<file path="src/rtl/ccpcm_regs.vh">
// Constants for the codec control port and PCM framing logic.
// Assumes one 50 MHz clock; all pins except rst_n_i are already synchronous to it.
`ifndef CCPCM_REGS_VH
`define CCPCM_REGS_VH

`define CCPCM_ADDR_CTRL 4'h0
`define CCPCM_ADDR_LATCH 4'h1
`define CCPCM_ADDR_LDIR 4'h2
`define CCPCM_ADDR_RXGAIN 4'h4
`define CCPCM_ADDR_TXGAIN 4'h5
`define CCPCM_ADDR_RXSLOT 4'h9
`define CCPCM_ADDR_TXSLOT 4'hA
`define CCPCM_NUM_REGS 16

`define CCPCM_B1_PWR 7
`define CCPCM_B1_ADDR 6:3
`define CCPCM_B1_RD 2
`define CCPCM_B1_LEN 1

`define CCPCM_CTRL_RATE 7:6
`define CCPCM_CTRL_LAW 5
`define CCPCM_CTRL_INV 4
`define CCPCM_CTRL_DN 3
`define CCPCM_CTRL_DL 2
`define CCPCM_CTRL_AL 1
`define CCPCM_CTRL_PP 0
`define CCPCM_CTRL_RST 8'h89
`define CCPCM_OTHER_RST 8'h00

`define CCPCM_SLOT_EN 7
`define CCPCM_SLOT_NUM 5:0

`define CCPCM_IDLE_MU 8'hFF
`define CCPCM_IDLE_A_INV 8'hD5
`define CCPCM_IDLE_A_RAW 8'h80

`define CCPCM_LAST_BIT 3'h7
`define CCPCM_WAKE_FRAMES 2'h2
`define CCPCM_POS_W 10
`define CCPCM_FIFO_DEPTH 4
`define CCPCM_FIFO_AW 2

`endif

</file>
<file path="src/rtl/ccpcm_top.v">
// Codec serial control port, register file and PCM slot framing.
// Assumes shift clock, bit clock and frame marks are sampled pins,
// each level held at least two clock_i periods.
`include "ccpcm_regs.vh"

// ----------------------------------------------------------------
// Transmit byte FIFO
// ----------------------------------------------------------------
module ccpcm_fifo #(
    parameter W = 8,
    parameter D = 4,
    parameter AW = 2
) (
    input wire clock_i,
    input wire rst_n_i,
    input wire [W-1:0] in_data_i,
    input wire in_valid_i,
    output wire in_ready_o,
    output wire [W-1:0] out_data_o,
    output wire out_valid_o,
    input wire out_ready_i
);
    reg [W-1:0] mem_q [0:D-1];
    reg [AW-1:0] wr_q;
    reg [AW-1:0] rd_q;
    reg [AW:0] cnt_q;
    wire push = in_valid_i && (cnt_q != D);
    wire pop = out_ready_i && (cnt_q != 0);
    assign in_ready_o = (cnt_q != D);
    assign out_valid_o = (cnt_q != 0);
    assign out_data_o = mem_q[rd_q];

    always @(posedge clock_i or negedge rst_n_i) begin
        if (!rst_n_i) begin
            wr_q <= {AW{1'b0}};
            rd_q <= {AW{1'b0}};
            cnt_q <= {(AW+1){1'b0}};
        end else begin
            if (push)
                wr_q <= wr_q + 1'b1;
            if (pop)
                rd_q <= rd_q + 1'b1;
            if (push && !pop)
                cnt_q <= cnt_q + 1'b1;
            else if (pop && !push)
                cnt_q <= cnt_q - 1'b1;
        end
    end

    // Storage needs no reset; empty entries are never read out
    always @(posedge clock_i) begin
        if (push)
            mem_q[wr_q] <= in_data_i;
    end
endmodule // ccpcm_fifo

// ----------------------------------------------------------------
// Top level
// ----------------------------------------------------------------
module ccpcm_top (
    input wire clock_i,
    input wire rst_n_i,
    input wire ctrl_shift_clk_i,
    input wire select_n_i,
    input wire serial_in_pin_i,
    output wire serial_out_pin_o,
    output wire serial_out_pin_oe_o,
    input wire bit_clk_i,
    input wire tx_frame_mark_i,
    input wire rx_frame_mark_i,
    output wire tx_serial_out_o,
    output wire tx_serial_out_oe_o,
    output wire tx_slot_active_n_o,
    output wire tx_slot_active_n_oe_o,
    input wire rx_serial_in_i,
    input wire [7:0] tx_pcm_data_i,
    input wire tx_pcm_valid_i,
    output wire tx_pcm_ready_o,
    output wire [7:0] rx_pcm_data_o,
    output wire rx_pcm_strobe_o,
    output wire sleep_state_o,
    output wire [1:0] clock_rate_sel_o,
    output wire law_choice_o,
    output wire inversion_off_o,
    output wire frame_timing_sel_o,
    output wire pcm_echo_o,
    output wire audio_loop_o,
    output wire amp_enable_o
);
    // ------------------------------------------------------------
    // Reset release
    // ------------------------------------------------------------
    reg [1:0] rst_sync_q;
    wire rst_n = rst_sync_q[1];
    always @(posedge clock_i or negedge rst_n_i) begin
        if (!rst_n_i)
            rst_sync_q <= 2'b00;
        else
            rst_sync_q <= {rst_sync_q[0], 1'b1};
    end

    // ------------------------------------------------------------
    // Serial control port
    // ------------------------------------------------------------
    reg ctrl_shift_clk_q;
    reg [2:0] bit_cnt_q;
    reg byte2_q;
    reg rd_q;
    reg [3:0] addr_q;
    reg [7:0] sh_q;
    reg [7:0] out_q;
    reg so_q;
    reg sleep_q;
    wire [127:0] reg_flat;
    wire ctrl_shift_clk_fall = ctrl_shift_clk_q && !ctrl_shift_clk_i;
    wire ctrl_shift_clk_rise = !ctrl_shift_clk_q && ctrl_shift_clk_i;
    wire [7:0] sh_d = {sh_q[6:0], serial_in_pin_i};
    wire byte_done = ctrl_shift_clk_fall && !select_n_i && (bit_cnt_q == `CCPCM_LAST_BIT);
    wire wr_en = byte_done && byte2_q && !rd_q;
    wire [7:0] rd_val = reg_flat[{sh_d[`CCPCM_B1_ADDR], 3'b000} +: 8];

    always @(posedge clock_i or negedge rst_n) begin
        if (!rst_n) begin
            ctrl_shift_clk_q <= 1'b0;
            bit_cnt_q <= 3'h0;
            byte2_q <= 1'b0;
            rd_q <= 1'b0;
            addr_q <= 4'h0;
            sh_q <= 8'h00;
            out_q <= 8'h00;
            so_q <= 1'b0;
            sleep_q <= 1'b1;
        end else begin
            ctrl_shift_clk_q <= ctrl_shift_clk_i;
            if (select_n_i) begin
                // Aborted byte drops the instruction; a rise between bytes keeps byte 2 pending
                bit_cnt_q <= 3'h0;
                if (bit_cnt_q != 3'h0)
                    byte2_q <= 1'b0;
            end else begin
                if (ctrl_shift_clk_fall) begin
                    sh_q <= sh_d;
                    bit_cnt_q <= bit_cnt_q + 3'h1;
                end
                if (byte_done && !byte2_q) begin
                    sleep_q <= sh_d[`CCPCM_B1_PWR];
                    byte2_q <= sh_d[`CCPCM_B1_LEN];
                    addr_q <= sh_d[`CCPCM_B1_ADDR];
                    rd_q <= sh_d[`CCPCM_B1_RD];
                    out_q <= rd_val;
                end else if (byte_done) begin
                    byte2_q <= 1'b0;
                end
                if (ctrl_shift_clk_rise && byte2_q && rd_q) begin
                    so_q <= out_q[7];
                    out_q <= {out_q[6:0], 1'b0};
                end
            end
        end
    end

    assign serial_out_pin_o = so_q;
    assign serial_out_pin_oe_o = !select_n_i && byte2_q && rd_q;

    // ------------------------------------------------------------
    // Register file
    // ------------------------------------------------------------
    genvar g;
    generate
        for (g = 0; g < `CCPCM_NUM_REGS; g = g + 1) begin : g_reg
            localparam [3:0] IDX = g;
            localparam VALID = (IDX == `CCPCM_ADDR_CTRL) || (IDX == `CCPCM_ADDR_LATCH) ||
                (IDX == `CCPCM_ADDR_LDIR) || (IDX == `CCPCM_ADDR_RXGAIN) ||
                (IDX == `CCPCM_ADDR_TXGAIN) || (IDX == `CCPCM_ADDR_RXSLOT) ||
                (IDX == `CCPCM_ADDR_TXSLOT);
            localparam [7:0] RST = (IDX == `CCPCM_ADDR_CTRL) ? `CCPCM_CTRL_RST : `CCPCM_OTHER_RST;
            if (VALID) begin : g_valid
                reg [7:0] val_q;
                always @(posedge clock_i or negedge rst_n) begin
                    if (!rst_n)
                        val_q <= RST;
                    else if (wr_en && addr_q == IDX)
                        val_q <= sh_d;
                end
                assign reg_flat[g*8 +: 8] = val_q;
            end else begin : g_invalid
                // Invalid codes hold nothing and read back zero
                assign reg_flat[g*8 +: 8] = 8'h00;
            end
        end
    endgenerate

    wire [7:0] ctrl = reg_flat[{`CCPCM_ADDR_CTRL, 3'b000} +: 8];
    wire [7:0] rxslot = reg_flat[{`CCPCM_ADDR_RXSLOT, 3'b000} +: 8];
    wire [7:0] txslot = reg_flat[{`CCPCM_ADDR_TXSLOT, 3'b000} +: 8];

    assign sleep_state_o = sleep_q;
    assign clock_rate_sel_o = ctrl[`CCPCM_CTRL_RATE];
    assign law_choice_o = ctrl[`CCPCM_CTRL_LAW];
    assign inversion_off_o = ctrl[`CCPCM_CTRL_INV];
    assign frame_timing_sel_o = ctrl[`CCPCM_CTRL_DN];
    assign pcm_echo_o = ctrl[`CCPCM_CTRL_DL];
    assign audio_loop_o = ctrl[`CCPCM_CTRL_AL] && !ctrl[`CCPCM_CTRL_DL];
    assign amp_enable_o = !sleep_q || !ctrl[`CCPCM_CTRL_PP];

    // ------------------------------------------------------------
    // Frame-aligned copy of control and wake-up gate
    // ------------------------------------------------------------
    reg [7:0] pcm_ctrl_q;
    reg [1:0] wake_q;
    reg [1:0] fs_q;
    reg bclk_q;
    wire [1:0] fs_in = {rx_frame_mark_i, tx_frame_mark_i};
    wire tx_fs_rise = tx_frame_mark_i && !fs_q[0];

    // Mode changes only land on a transmit frame boundary; slot register writes and power-down act at once and can cut a transmit slot
    always @(posedge clock_i or negedge rst_n) begin
        if (!rst_n) begin
            pcm_ctrl_q <= `CCPCM_CTRL_RST;
            wake_q <= 2'h0;
            fs_q <= 2'b00;
            bclk_q <= 1'b0;
        end else begin
            fs_q <= fs_in;
            bclk_q <= bit_clk_i;
            if (tx_fs_rise)
                pcm_ctrl_q <= ctrl;
            if (sleep_q)
                wake_q <= 2'h0;
            else if (tx_fs_rise && wake_q != `CCPCM_WAKE_FRAMES)
                wake_q <= wake_q + 2'h1;
        end
    end

    wire awake = !sleep_q && (wake_q == `CCPCM_WAKE_FRAMES);
    wire delayed = !pcm_ctrl_q[`CCPCM_CTRL_DN];
    wire bclk_rise = bit_clk_i && !bclk_q;
    wire bclk_fall = !bit_clk_i && bclk_q;

    // ------------------------------------------------------------
    // Slot position counters: channel 0 transmit, 1 receive
    // ------------------------------------------------------------
    wire [`CCPCM_POS_W*2-1:0] pos_flat;
    wire [`CCPCM_POS_W*2-1:0] pos_nx_flat;
    wire [1:0] act_nx;
    wire [1:0] act_now;
    wire [7:0] slot_reg [0:1];
    assign slot_reg[0] = txslot;
    assign slot_reg[1] = rxslot;

    generate
        for (g = 0; g < 2; g = g + 1) begin : g_chan
            reg [`CCPCM_POS_W-1:0] pos_q;
            reg fs_rise_q;
            reg fs_fall_q;
            reg armed_q;
            wire nd_start = fs_in[g] && !fs_rise_q;
            wire start = delayed ? armed_q : nd_start;
            wire [`CCPCM_POS_W-1:0] pos_nx = start ? {`CCPCM_POS_W{1'b0}} :
                (pos_q[`CCPCM_POS_W-1] ? pos_q : pos_q + 1'b1);
            // Slot counting is forced to slot zero outside delayed timing
            wire [5:0] target = delayed ? slot_reg[g][`CCPCM_SLOT_NUM] : 6'h00;
            wire en = slot_reg[g][`CCPCM_SLOT_EN] && awake;
            assign act_nx[g] = en && !pos_nx[`CCPCM_POS_W-1] && pos_nx[8:3] == target;
            assign act_now[g] = en && !pos_q[`CCPCM_POS_W-1] && pos_q[8:3] == target;
            assign pos_flat[g*`CCPCM_POS_W +: `CCPCM_POS_W] = pos_q;
            assign pos_nx_flat[g*`CCPCM_POS_W +: `CCPCM_POS_W] = pos_nx;
            always @(posedge clock_i or negedge rst_n) begin
                if (!rst_n) begin
                    pos_q <= {1'b1, {(`CCPCM_POS_W-1){1'b0}}};
                    fs_rise_q <= 1'b0;
                    fs_fall_q <= 1'b0;
                    armed_q <= 1'b0;
                end else begin
                    if (bclk_rise) begin
                        pos_q <= pos_nx;
                        fs_rise_q <= fs_in[g];
                        armed_q <= 1'b0;
                    end
                    if (bclk_fall) begin
                        // Mark seen high half a bit early opens slot zero
                        fs_fall_q <= fs_in[g];
                        if (fs_in[g] && !fs_fall_q)
                            armed_q <= 1'b1;
                    end
                end
            end
        end
    endgenerate

    wire [`CCPCM_POS_W-1:0] tx_pos_nx = pos_nx_flat[0 +: `CCPCM_POS_W];
    wire [`CCPCM_POS_W-1:0] tx_pos = pos_flat[0 +: `CCPCM_POS_W];
    wire [`CCPCM_POS_W-1:0] rx_pos = pos_flat[`CCPCM_POS_W +: `CCPCM_POS_W];

    // ------------------------------------------------------------
    // Transmit and receive shifters
    // ------------------------------------------------------------
    wire [7:0] fifo_data;
    wire fifo_valid;
    reg [7:0] tx_byte_q;
    reg tx_q;
    reg tx_oe_q;
    reg ts_q;
    reg [7:0] rx_sh_q;
    reg [7:0] rx_byte_q;
    reg rx_stb_q;
    wire tx_load = bclk_rise && act_nx[0] && tx_pos_nx[2:0] == 3'h0;
    wire echo = pcm_ctrl_q[`CCPCM_CTRL_DL];
    wire fifo_pop = tx_load && !echo;
    wire [7:0] idle_code = !pcm_ctrl_q[`CCPCM_CTRL_LAW] ? `CCPCM_IDLE_MU :
        (pcm_ctrl_q[`CCPCM_CTRL_INV] ? `CCPCM_IDLE_A_RAW : `CCPCM_IDLE_A_INV);
    // An empty FIFO sends silence rather than stalling the backplane
    wire [7:0] tx_src = echo ? rx_byte_q : (fifo_valid ? fifo_data : idle_code);
    wire [7:0] rx_sh_d = {rx_sh_q[6:0], rx_serial_in_i};

    ccpcm_fifo #(
        .W(8),
        .D(`CCPCM_FIFO_DEPTH),
        .AW(`CCPCM_FIFO_AW)
    ) u_tx_fifo (
        .clock_i(clock_i),
        .rst_n_i(rst_n),
        .in_data_i(tx_pcm_data_i),
        .in_valid_i(tx_pcm_valid_i),
        .in_ready_o(tx_pcm_ready_o),
        .out_data_o(fifo_data),
        .out_valid_o(fifo_valid),
        .out_ready_i(fifo_pop)
    );

    always @(posedge clock_i or negedge rst_n) begin
        if (!rst_n) begin
            tx_byte_q <= 8'h00;
            tx_q <= 1'b0;
            tx_oe_q <= 1'b0;
            ts_q <= 1'b0;
            rx_sh_q <= 8'h00;
            rx_byte_q <= 8'h00;
            rx_stb_q <= 1'b0;
        end else begin
            rx_stb_q <= 1'b0;
            if (bclk_rise) begin
                tx_oe_q <= act_nx[0];
                ts_q <= act_nx[0];
                if (tx_load) begin
                    tx_byte_q <= tx_src;
                    tx_q <= tx_src[7];
                end else begin
                    tx_q <= tx_byte_q[~tx_pos_nx[2:0]];
                end
            end
            if (bclk_fall) begin
                if (act_now[0] && tx_pos[2:0] == `CCPCM_LAST_BIT)
                    ts_q <= 1'b0;
                if (act_now[1]) begin
                    rx_sh_q <= rx_sh_d;
                    if (rx_pos[2:0] == `CCPCM_LAST_BIT) begin
                        rx_byte_q <= rx_sh_d;
                        rx_stb_q <= 1'b1;
                    end
                end
            end
        end
    end

    assign tx_serial_out_o = tx_q;
    assign tx_serial_out_oe_o = tx_oe_q;
    assign tx_slot_active_n_o = 1'b0;
    assign tx_slot_active_n_oe_o = ts_q;
    assign rx_pcm_data_o = rx_byte_q;
    assign rx_pcm_strobe_o = rx_stb_q;
endmodule // ccpcm_top

</file>
<file path="config.mk">
export PLATFORM = sky130hd
export DESIGN_NAME = ccpcm_top
export DESIGN_NICKNAME = d
export VERILOG_FILES = /design/src/rtl/ccpcm_top.v
export VERILOG_INCLUDE_DIRS = /design/src /design/src/rtl
export SDC_FILE = /design/constraint.sdc
export NUM_CORES = 1
export LEC_CHECK = 0
export BUFFER_PORTS_ARGS = -buffer_cell sky130_fd_sc_hd__buf_2
export CORE_UTILIZATION = 55
export DETAILED_ROUTE_END_ITERATION = 12
export GPL_TIMING_DRIVEN = 0
export PLACE_DENSITY = 0.75
export SLEW_MARGIN = 20
export SYNTH_ARGS = -nofsm -noshare
export SYNTH_HDL_FRONTEND = slang
export SYNTH_SLANG_ARGS = --single-unit
</file>
<file path="constraint.sdc">
create_clock -name clock_i -period 4.13 [get_ports clock_i]
set_input_delay 0.413 -clock clock_i [delete_from_list [all_inputs] [get_ports clock_i]]
set_output_delay 0.413 -clock clock_i [all_outputs]
set_load 0.005 [all_outputs]
</file>
Word-level counts from Yosys, hierarchy flattened

Memories as Yosys holds them, arrays and structs flattened.
Cells that the tools add are included.

Equal/unequal tests: 17
Shift operators: 1
Reduce and logical (&&, ||, !) cells: 84
Magnitude comparators: 1
Bitwise logic cells: 2
Multiplexer cells: 41
Add/subtract/negate cells: 8

Operators by type and width:

| cell                                                       | count |
|---|---|
| variable part select 128 x 8 -> 8 bit                      | 1 |
| logical AND 1 bit                                          | 44 |
| two-way mux 10 bit                                         | 4 |
| two-way mux 8 bit                                          | 4 |
| two-way mux 1 bit                                          | 22 |
| logical NOT 1 bit                                          | 21 |
| adder 10 x 1 -> 10 bit, second input constant              | 2 |
| == test 6 bit                                              | 3 |
| AND reduction 2 bit                                        | 8 |
| two-way mux 7 bit                                          | 2 |
| two-way mux 3 bit                                          | 4 |
| two-way mux 6 bit                                          | 2 |
| == test 3 bit, second input constant                       | 3 |
| nonzero test 3 bit                                         | 3 |
| == test 4 x 3 -> 1 bit, second input constant              | 2 |
| == test 4 bit, second input constant                       | 2 |
| nonzero test 2 bit                                         | 4 |
| adder 2 x 1 -> 2 bit, second input constant                | 3 |
| adder 3 x 1 -> 3 bit, second input constant                | 2 |
| == test 4 x 1 -> 1 bit, second input constant              | 1 |
| == test 4 x 2 -> 1 bit, second input constant              | 1 |
| logical NOT 4 bit                                          | 1 |
| less-than comparator 3 x 4 -> 1 bit, second input constant | 1 |
| two-way mux 2 bit                                          | 2 |
| other kinds (11)                                           | 12 |

RAM bits: 32
Word-level logic and storage cells: 195
Bits in registers: 155
Memories kept: 1
Input port bits: 18

Memories:

| memory          | words | width | read ports | clocked after memory_dff | wr ports | RTL line       | source |
|---|---|---|---|---|---|---|---|
| u_tx_fifo.mem_q | 4     | 8     | 1          | 0                        | 1        | ccpcm_top.v:23 | `reg [W-1:0] mem_q [0:D-1];` |

Depth between registers and ports, before layout

Gate-level depths: netlist of the first run.

Depth after elaboration: 14
Mapped depth: 14
Depth with buffers taken out: 13

Cells and area by module

A second synthesis of the first run with hierarchy kept.

Cell total of the unflattened synthesis: 758
Area, all modules: 8993.6 um^2

Modules (own cells, without submodules):

| module     | seq. area each (um^2) | area each (um^2) | cells an instance | instances |
|---|---|---|---|---|
| ccpcm_top  | 3662.3                | 7402.1           | 681               | 1 |
| ccpcm_fifo | 1136.1                | 1591.5           | 77                | 1 |

Worst setup path before layout of the first run

No wires, ideal clock.

Path kind: reg-to-reg
Start: register g_chan[0].pos_q[0]
End: register u_tx_fifo.cnt_q[1]
Data arrival time: 2.865 ns
Setup time: 0.125 ns
Stages on the path, launching flop included: 12
Path slack: 1.140 ns
Cells stage by stage: dfrtp_1 -> ha_1 -> nand3b_2 -> or3_1 -> a21oi_2 -> xnor2_1 -> nor4_4 -> nand4_1 -> ha_1 -> inv_1 -> fa_1 -> mux2_2

Cells in the longest elaborated chain, start to end: 13
Elaborated cells on any way between the ends: 17
Those cells by class: add/sub (1); eq/ne (1); mux (3); reduce/logical (12)

Ends and longest elaborated chain:

| what                                                                  | RTL line        | source |
|---|---|---|
| start: declaration                                                    | ccpcm_top.v:253 | `` reg [`CCPCM_POS_W-1:0] pos_q; `` |
| start signal: assignment                                              | ccpcm_top.v:270 | `` pos_q <= {1'b1, {(`CCPCM_POS_W-1){1'b0}}}; `` |
| start signal: assignment                                              | ccpcm_top.v:276 | `pos_q <= pos_nx;` |
| adder 10 x 1 -> 10 bit                                                | ccpcm_top.v:260 | `` (pos_q[`CCPCM_POS_W-1] ? pos_q : pos_q + 1'b1); `` |
| two-way mux 10 bit (*)                                                | ccpcm_top.v:260 |  |
| two-way mux 10 bit (*)                                                | ccpcm_top.v:259 | `` wire [`CCPCM_POS_W-1:0] pos_nx = start ? {`CCPCM_POS_W{1'b0}} : `` |
| parallel branches: the longest is 4 deep, another holds == test 6 bit | --              |  |
| logical AND 1 bit (*)                                                 | ccpcm_top.v:307 | `wire tx_load = bclk_rise && act_nx[0] && tx_pos_nx[2:0] == 3'h0;` |
| logical AND 1 bit (*)                                                 | ccpcm_top.v:309 | `wire fifo_pop = tx_load && !echo;` |
| logical AND 1 bit (*)                                                 | ccpcm_top.v:28  | `wire pop = out_ready_i && (cnt_q != 0);` |
| logical NOT 1 bit                                                     | ccpcm_top.v:43  | `if (push && !pop)` |
| logical AND 1 bit                                                     | ccpcm_top.v:43  |  |
| two-way mux 3 bit or nonzero test 2 bit (tied branches)               | --              |  |
| end signal: assignment                                                | ccpcm_top.v:37  | `cnt_q <= {(AW+1){1'b0}};` |
| end signal: assignment                                                | ccpcm_top.v:44  | `cnt_q <= cnt_q + 1'b1;` |
| end signal: assignment                                                | ccpcm_top.v:46  | `cnt_q <= cnt_q - 1'b1;` |
| end: declaration                                                      | ccpcm_top.v:26  | `reg [AW:0] cnt_q;` |

Every way passes the cells marked *.
A chain may end at the register's enable or synchronous reset.

Worst setup path in the final report of the first run

Start: register pcm_ctrl_q[3]
End: register u_tx_fifo.cnt_q[1]

Cells in the longest elaborated chain, start to end: 12
Elaborated cells on any way between the ends: 17
Those cells by class: eq/ne (1); mux (4); reduce/logical (12)

Ends and longest elaborated chain:

| what                                                                       | RTL line        | source |
|---|---|---|
| start: declaration                                                         | ccpcm_top.v:209 | `reg [7:0] pcm_ctrl_q;` |
| start signal: assignment                                                   | ccpcm_top.v:219 | `` pcm_ctrl_q <= `CCPCM_CTRL_RST; `` |
| start signal: assignment                                                   | ccpcm_top.v:227 | `pcm_ctrl_q <= ctrl;` |
| parallel branches: the longest is 6 deep, another holds two-way mux 10 bit | --              |  |
| logical AND 1 bit (*)                                                      | ccpcm_top.v:307 |  |
| logical AND 1 bit (*)                                                      | ccpcm_top.v:309 |  |
| logical AND 1 bit (*)                                                      | ccpcm_top.v:28  |  |
| logical NOT 1 bit                                                          | ccpcm_top.v:43  |  |
| logical AND 1 bit                                                          | ccpcm_top.v:43  |  |
| two-way mux 3 bit or nonzero test 2 bit (tied branches)                    | --              |  |

Marked as above.

==> results of run 1 <==
-- final cells by class --
type                       count  area [um2]
timing repair buffer          44       270.3
clock buffer                  17       425.4
fill                        1193        5423
buffer                        41       198.9
multi-input combinational    506        3790
clock inverter                15       193.9
inverter                      16       60.06
sequential                   185        4802
tap                          211       264.0
-- metal layers --
layer  GRT usage (%)  vias to the layer above  part of all wire (%)
met5               0                        -                     0
met4           8.720                        0                   1.7
met3           5.530                       30                   4.7
met2           39.62                      144                    48
met1           33.52                     3014                    45
li1                -                     2843                     -
-- worst max-delay path, stage by stage (launching register included) --
cell,delay (ns)
dfstp_2,0.53
buf_2,0.22
nand3b_2,0.14
and2_1,0.15
buf_2,0.16
o21ai_1,0.14
a21oi_1,0.07
o31ai_1,0.66
nand4_1,0.34
ha_1,0.33
inv_1,0.07
fa_1,0.40
mux2_2,0.27
-- logic make-up (layout without fill, tap and decap cells) --
logic type,Yosys count,after routing,share of synthesized area (%)
AO/OA/AOI/OAI,137,137,9.801
adder cells (fa/ha/maj),14,14,2.065
other,2,2,0.08489
AND/OR/NAND/NOR,209,209,12.05
buffers and inverters,57,133,2.927
multiplexers,120,120,16.31
flip-flops,185,185,54.24
XOR/XNOR,24,24,2.531
-- sequential cells by signal, summed over array words and instances (netlist names), 7 cells and up --
register / flops
g_chan.pos_q: 20
out_q: 8
sh_q: 7
ctrl: 8
g.g_valid.val_q: 48
tx_byte_q: 8
rx_sh_q: 7
u_tx_fifo.mem_q: 32
rx_pcm_data_o: 8
-- Yosys cell counts (3+ instances only) --
library cell / n / area share [%]
nor2b_1: 8 / 0.57
buf_1: 10 / 0.42
inv_1: 16 / 0.68
dfstp_2: 7 / 2.1
o221ai_1: 8 / 0.79
mux2_2: 85 / 11
buf_4: 3 / 0.25
nand2_1: 74 / 3.1
buf_2: 4 / 0.23
nand3b_1: 3 / 0.25
xnor2_1: 16 / 1.6
o21ai_0: 43 / 2.4
ha_1: 13 / 1.8
a21oi_1: 34 / 1.9
nor2_1: 57 / 2.4
nand2b_1: 6 / 0.42
nand4_1: 9 / 0.64
nor4bb_1: 6 / 0.68
xor2_1: 7 / 0.69
a22oi_1: 9 / 0.76
o22a_1: 8 / 0.79
edfxtp_1: 32 / 11
nand4b_1: 3 / 0.30
dfrtp_1: 146 / 41
nor3b_1: 3 / 0.25
a22o_1: 3 / 0.30
or3_1: 5 / 0.35
nor3_1: 7 / 0.40
mux4_2: 8 / 2.0
o32ai_1: 6 / 0.59
mux2_4: 7 / 1.2
and3_1: 8 / 0.57
mux2i_1: 20 / 2.3
clkbuf_1: 20 / 0.85
nand3_1: 6 / 0.34
o31ai_1: 4 / 0.34
a31oi_1: 8 / 0.57
-- through the flow --
step / hold WS (ns) / util, % / total power [mW]
finish: 0.1073 / 64.85 / 4.601
global route: 0.1012 / 64.85 / 4.817
CTS: 0.09600 / 64.85 / 4.640
detailed placement: 0.2014 / 60.77 / 2.945
global placement: 0.1981 / 60.37 / 2.890
floorplan: 0.1174 / - / 2.706
-- layout by cell type, fill, tap and decap left out, types with 4 or more instances in the layout --
| cell type | synthesis | final |
|---|---|---|
| a21oi_1 | 34 | 34 |
| a22oi_1 | 9 | 9 |
| a31oi_1 | 8 | 8 |
| and3_1 | 8 | 8 |
| buf_1 | 10 | 10 |
| buf_2 | 4 | 44 |
| clkbuf_1 | 20 | 20 |
| clkbuf_16 | 0 | 17 |
| clkinv_8 | 0 | 4 |
| dfrtp_1 | 146 | 145 |
| dfstp_2 | 7 | 7 |
| edfxtp_1 | 32 | 32 |
| ha_1 | 13 | 13 |
| inv_1 | 16 | 16 |
| inv_8 | 0 | 7 |
| mux2_2 | 85 | 85 |
| mux2_4 | 7 | 7 |
| mux2i_1 | 20 | 20 |
| mux4_2 | 8 | 8 |
| nand2_1 | 74 | 74 |
| nand2b_1 | 6 | 6 |
| nand3_1 | 6 | 6 |
| nand4_1 | 9 | 9 |
| nor2_1 | 57 | 57 |
| nor2b_1 | 8 | 8 |
| nor3_1 | 7 | 7 |
| nor4bb_1 | 6 | 6 |
| o21ai_0 | 43 | 43 |
| o221ai_1 | 8 | 8 |
| o22a_1 | 8 | 8 |
| o31ai_1 | 4 | 4 |
| o32ai_1 | 6 | 6 |
| or3_1 | 5 | 5 |
| xnor2_1 | 16 | 16 |
| xor2_1 | 7 | 7 |
-- path summary, 6_finish.rpt --
check / from / slack (ns) / depth (start not counted) / to
min in group asynchronous: rst_n_i / 0.27 / 2 / rst_sync_q[1]
worst min-delay path: ctrl_shift_clk_i / 0.11 / 1 / ctrl_shift_clk_q
worst max-delay path: pcm_ctrl_q[3] / 0.53 / 12 / u_tx_fifo.cnt_q[1]
max in group asynchronous: rst_sync_q[1] / 2.87 / 2 / g_chan[0].pos_q[9]
worst max register to register: pcm_ctrl_q[3] / 0.53 / 12 / u_tx_fifo.cnt_q[1]
worst min register to register: rst_sync_q[1] / 0.34 / 0 / ctrl[4]
-- power by group through the flow --
stage          combinational [mW]  clock [mW]  sequential [mW]
5_1_grt                     0.862        1.78             2.17
3_5_place_dp                0.756           0             2.19
3_3_place_gp                0.698           0             2.19
2_1_floorplan               0.543           0             2.16
6_report                    0.768        1.68             2.16
4_1_cts                     0.767        1.72             2.15
-- repair_timing --
item,in CTS,in global routing
setup buffers,0,0
hold buffers,1,0
hold endpoints to repair,2,0
==> flow_summary.ini, run 1 <==
[route]
viasPerCell = 5.827
drcViolationCount = 0
final_antenna_net_count = 0
firstDrtPassIters = 5
drt-initial-drc-count = 665
vias = 6031
post_drt_wl_per_cell_um = 18.03
routed_wl_mm = 18.67

[status]
outcome = completed

[power]
pwr-share-clk_pct = 36.5
p_sw_mw = 1.459
power_switching_share_pct = 31.72
p_leak_nw = 4.420
pwr-share-comb_pct = 16.7
p_seq_share_pct = 46.8
powerDensity_nw_per_um2 = 459.9
internal-power_mw = 3.142
ir_drop_mv = 0.3490

[placed_design]
place_area_um2 = 9375
placed_cells = 1002
dp_slack_ns = 0.6075
finalWeightedCongestion = 0.8948
numPortBuffers = 40
dp_hpwl_mm = 12.93

[logic_synthesis]
ys_warn_count = 0
async_flop_share_pct = 82.70
ys_types = 66
syn-cell-area_um2 = 8847
synth_edf_count = 32
synth_nets = 780
yosysSeqAreaShare_pct = 54.24
synthCells = 748
synth-seq-cells = 185
synth_flop_cell = dfrtp_1
syn_avg_cell_area_um2 = 11.83

[floorplan]
pin_count = 43
start_util_pct = 57.35
die_area_um2 = 16600
coreArea_um2 = 15430
die_x_um = 128.8
rows = 45
die_h_um = 128.8

[final_layout]
area_growth_pct = 13.08
finalNetCount = 843
design_area_um2 = 10000
drive_above_1_share_pct = 25.12
stdcell_count = 1035
antenna_cells = 0

[timing]
tightest_slew_ns = 0.7872
clock_skew_ns = 0.01205
drv_slew = 0
slew_headroom_pct = 47.07
setup_violations = 0
min_period_ns = 3.602
period_share_pct = 87.22
final.setup.tns_ns = 0
max_clock_freq_ghz = 0.2776
rsz0062_at_grt = no
hold_viol = 0
setup_ws_ns = 0.5277

[clock_tree]
post_cts_resize_count = 0
clk_path_buf_depth = 2
clockRootBuffer = clkbuf_16
worstSkewPairLatency_ns = 0.45
cts_max_level = 4
clkTransAtPathRegs_ns = 0.08
clock_sinks = 185
numCtsBuffers = 17
cts_tree = done

[setup_path]
cp-start-kind = flop
cp.required_ns = 4.47
crit_path_max_fanout = 10
cp.arrival_ns = 3.94
endpoint_kind = flop
path_class = reg2reg

[grt]
first_global_vias = 6130
overflow = 0
grt_max_degree = 44
grt_first_pass_wirelength_mm = 31.17
grt_antenna_before_repair = 0
grt_usage_pct = 24.79

[hold_path]
min-delay-path-class = in2reg

[run]
cap_violations = 0
Note: power is estimated with default switching activity, not from simulation.
==> inputs of run 2 (changes only) <==
--- a/config.mk
+++ b/config.mk
@@ -11,6 +11,7 @@
 export DETAILED_ROUTE_END_ITERATION = 12
 export GPL_TIMING_DRIVEN = 0
 export PLACE_DENSITY = 0.75
+export RECOVER_POWER = 25
 export SLEW_MARGIN = 20
 export SYNTH_ARGS = -nofsm -noshare
 export SYNTH_HDL_FRONTEND = slang
==> flow_summary.ini, run 2 (synthesis gave the netlist of run 1 again) <==
[status]
outcome = finished with violations
violations = max-capacitance violations, max-slew violations

[placed_design]
finalWeightedCongestion = 0.8948
numPortBuffers = 40
place_area_um2 = 9375
dp_slack_ns = 0.6075
dp_hpwl_mm = 12.93

[setup_path]
endpoint_kind = flop
cp.required_ns = 4.46
cp-start-kind = flop
cp.arrival_ns = 3.95
path_class = reg2reg
crit_path_max_fanout = 10

[floorplan]
pin_count = 43
rows = 45
coreArea_um2 = 15430
die_x_um = 128.8
die_h_um = 128.8
die_area_um2 = 16600
start_util_pct = 57.35

[clock_tree]
clock_sinks = 185
worstSkewPairLatency_ns = 0.45
clk_path_buf_depth = 2
clkTransAtPathRegs_ns = 0.08
cts_max_level = 4
post_cts_resize_count = 0
post_cts.repair.setup_buffers = 0
clockRootBuffer = clkbuf_16
cts_tree = done
numCtsBuffers = 17

[final_layout]
multi_input_area_um2 = 3790
largest_reg_flops = 48
area_growth_pct = 12.69
fillers = 1203
seq_area_um2 = 4798
drive_above_1_share_pct = 23.42
design_area_um2 = 9970
reg_top3 = g.g_valid.val_q x48, u_tx_fifo.mem_q x32, g_chan.pos_q x20
mostFrequentLayoutCell = dfrtp_1
antenna_cells = 0
largest_register = g.g_valid.val_q
finalNetCount = 843
layout_common_cells = dfrtp_1 (146), mux2_2 (85), nand2_1 (74)

[timing]
min_period_ns = 3.615
setup_ws_ns = 0.5152
final.setup.tns_ns = 0
hold_viol = 0
drv_slew = 75
slew_headroom_pct = -20.43
tightest_slew_ns = 1.806
max_clock_freq_ghz = 0.2766
clock_skew_ns = 0.01211
rsz0062_at_grt = no
period_share_pct = 87.53
setup_violations = 0

[power]
p_leak_nw = 4.379
ir_drop_mv = 0.3490
powerDensity_nw_per_um2 = 461.2
power.total_mw = 4.597

[grt]
top_usage_layer = met2
grt_first_pass_wirelength_mm = 31.17
met3_usage_pct = 5.530
overflow = 0
grt_max_degree = 44
grt_usage_pct = 24.79
first_global_vias = 6130
grt_antenna_before_repair = 0
use_met1_pct = 33.52
met2_usage_pct = 39.62

[run]
cap_violations = 2

[route]
drt-initial-drc-count = 583
viasPerCell = 5.836
post_drt_wl_per_cell_um = 18.08
firstDrtPassIters = 5
vias = 6040
final_antenna_net_count = 0
routed_wl_mm = 18.71
drcViolationCount = 0

[hold_path]
min-delay-path-class = in2reg
run 2: cell count changes in the layout (fill, tap and decap cells not counted), sizes merged:
cell    previous run  this run
clkbuf            40        53
buf               61        48
run 2: area by class of cell:
class | count | share of cell area (%)
clock inverters | 15 | 1.945
plain buffers | 41 | 1.995
well taps | 211 | 2.648
flip-flops and latches | 185 | 48.13
inverters | 16 | 0.6024
clock buffers | 17 | 4.267
multi-input cells | 506 | 38.01
repair buffers | 44 | 2.397
run 2: path summary, 6_finish.rpt:
check	startpoint	endpoint	slack, ns	cells past startpoint
worst min-delay path	ctrl_shift_clk_i	ctrl_shift_clk_q	0.12	1
worst max register to register	pcm_ctrl_q[3]	u_tx_fifo.cnt_q[1]	0.52	12
worst max-delay path	pcm_ctrl_q[3]	u_tx_fifo.cnt_q[1]	0.52	12
worst min register to register	rst_sync_q[0]	rst_sync_q[1]	0.36	0
max in group asynchronous	rst_sync_q[1]	g_chan[1].pos_q[0]	0.93	1
min in group asynchronous	rst_n_i	rst_sync_q[1]	0.28	2
run 2: metrics by stage:
| stage | hold slack [ns] | cells | utilization (%) |
|---|---|---|---|
| floorplan | 0.1174 | 748 | - |
| global route | 0.1141 | 1035 | 64.62 |
| detailed placement | 0.2014 | 1002 | 60.77 |
| finish | 0.1214 | 1035 | 64.62 |
| CTS | 0.09600 | 1035 | 64.85 |
| global placement | 0.1981 | 999 | 60.37 |
run 2: per-layer routing:
metal / share of wire (%) / vias up
li1: - / 2840
met1: 46 / 3026
met2: 48 / 148
met3: 4.7 / 26
met4: 1.7 / 0
met5: 0 / -
run 2: repair_timing:
item | 4_1_cts | 5_1_grt
hold buffers | 1 | 0
endpoints found under the setup margin | 0 | 0
endpoints found under the hold margin | 2 | 0
run 2: power by group:
group / internal, mW / switching (mW)
Sequential: 2.02 / 0.131
Clock: 0.838 / 0.842
Combinational: 0.278 / 0.486
Total: 3.14 / 1.46
run 2: worst max-delay path: stages, from the launching register on:
cell	delay, ns
dfstp_2	0.53
buf_2	0.22
nand3b_2	0.14
and2_1	0.16
buf_2	0.16
o21ai_1	0.14
a21oi_1	0.07
o31ai_1	0.67
nand4_1	0.34
ha_1	0.33
inv_1	0.07
fa_1	0.40
mux2_2	0.27
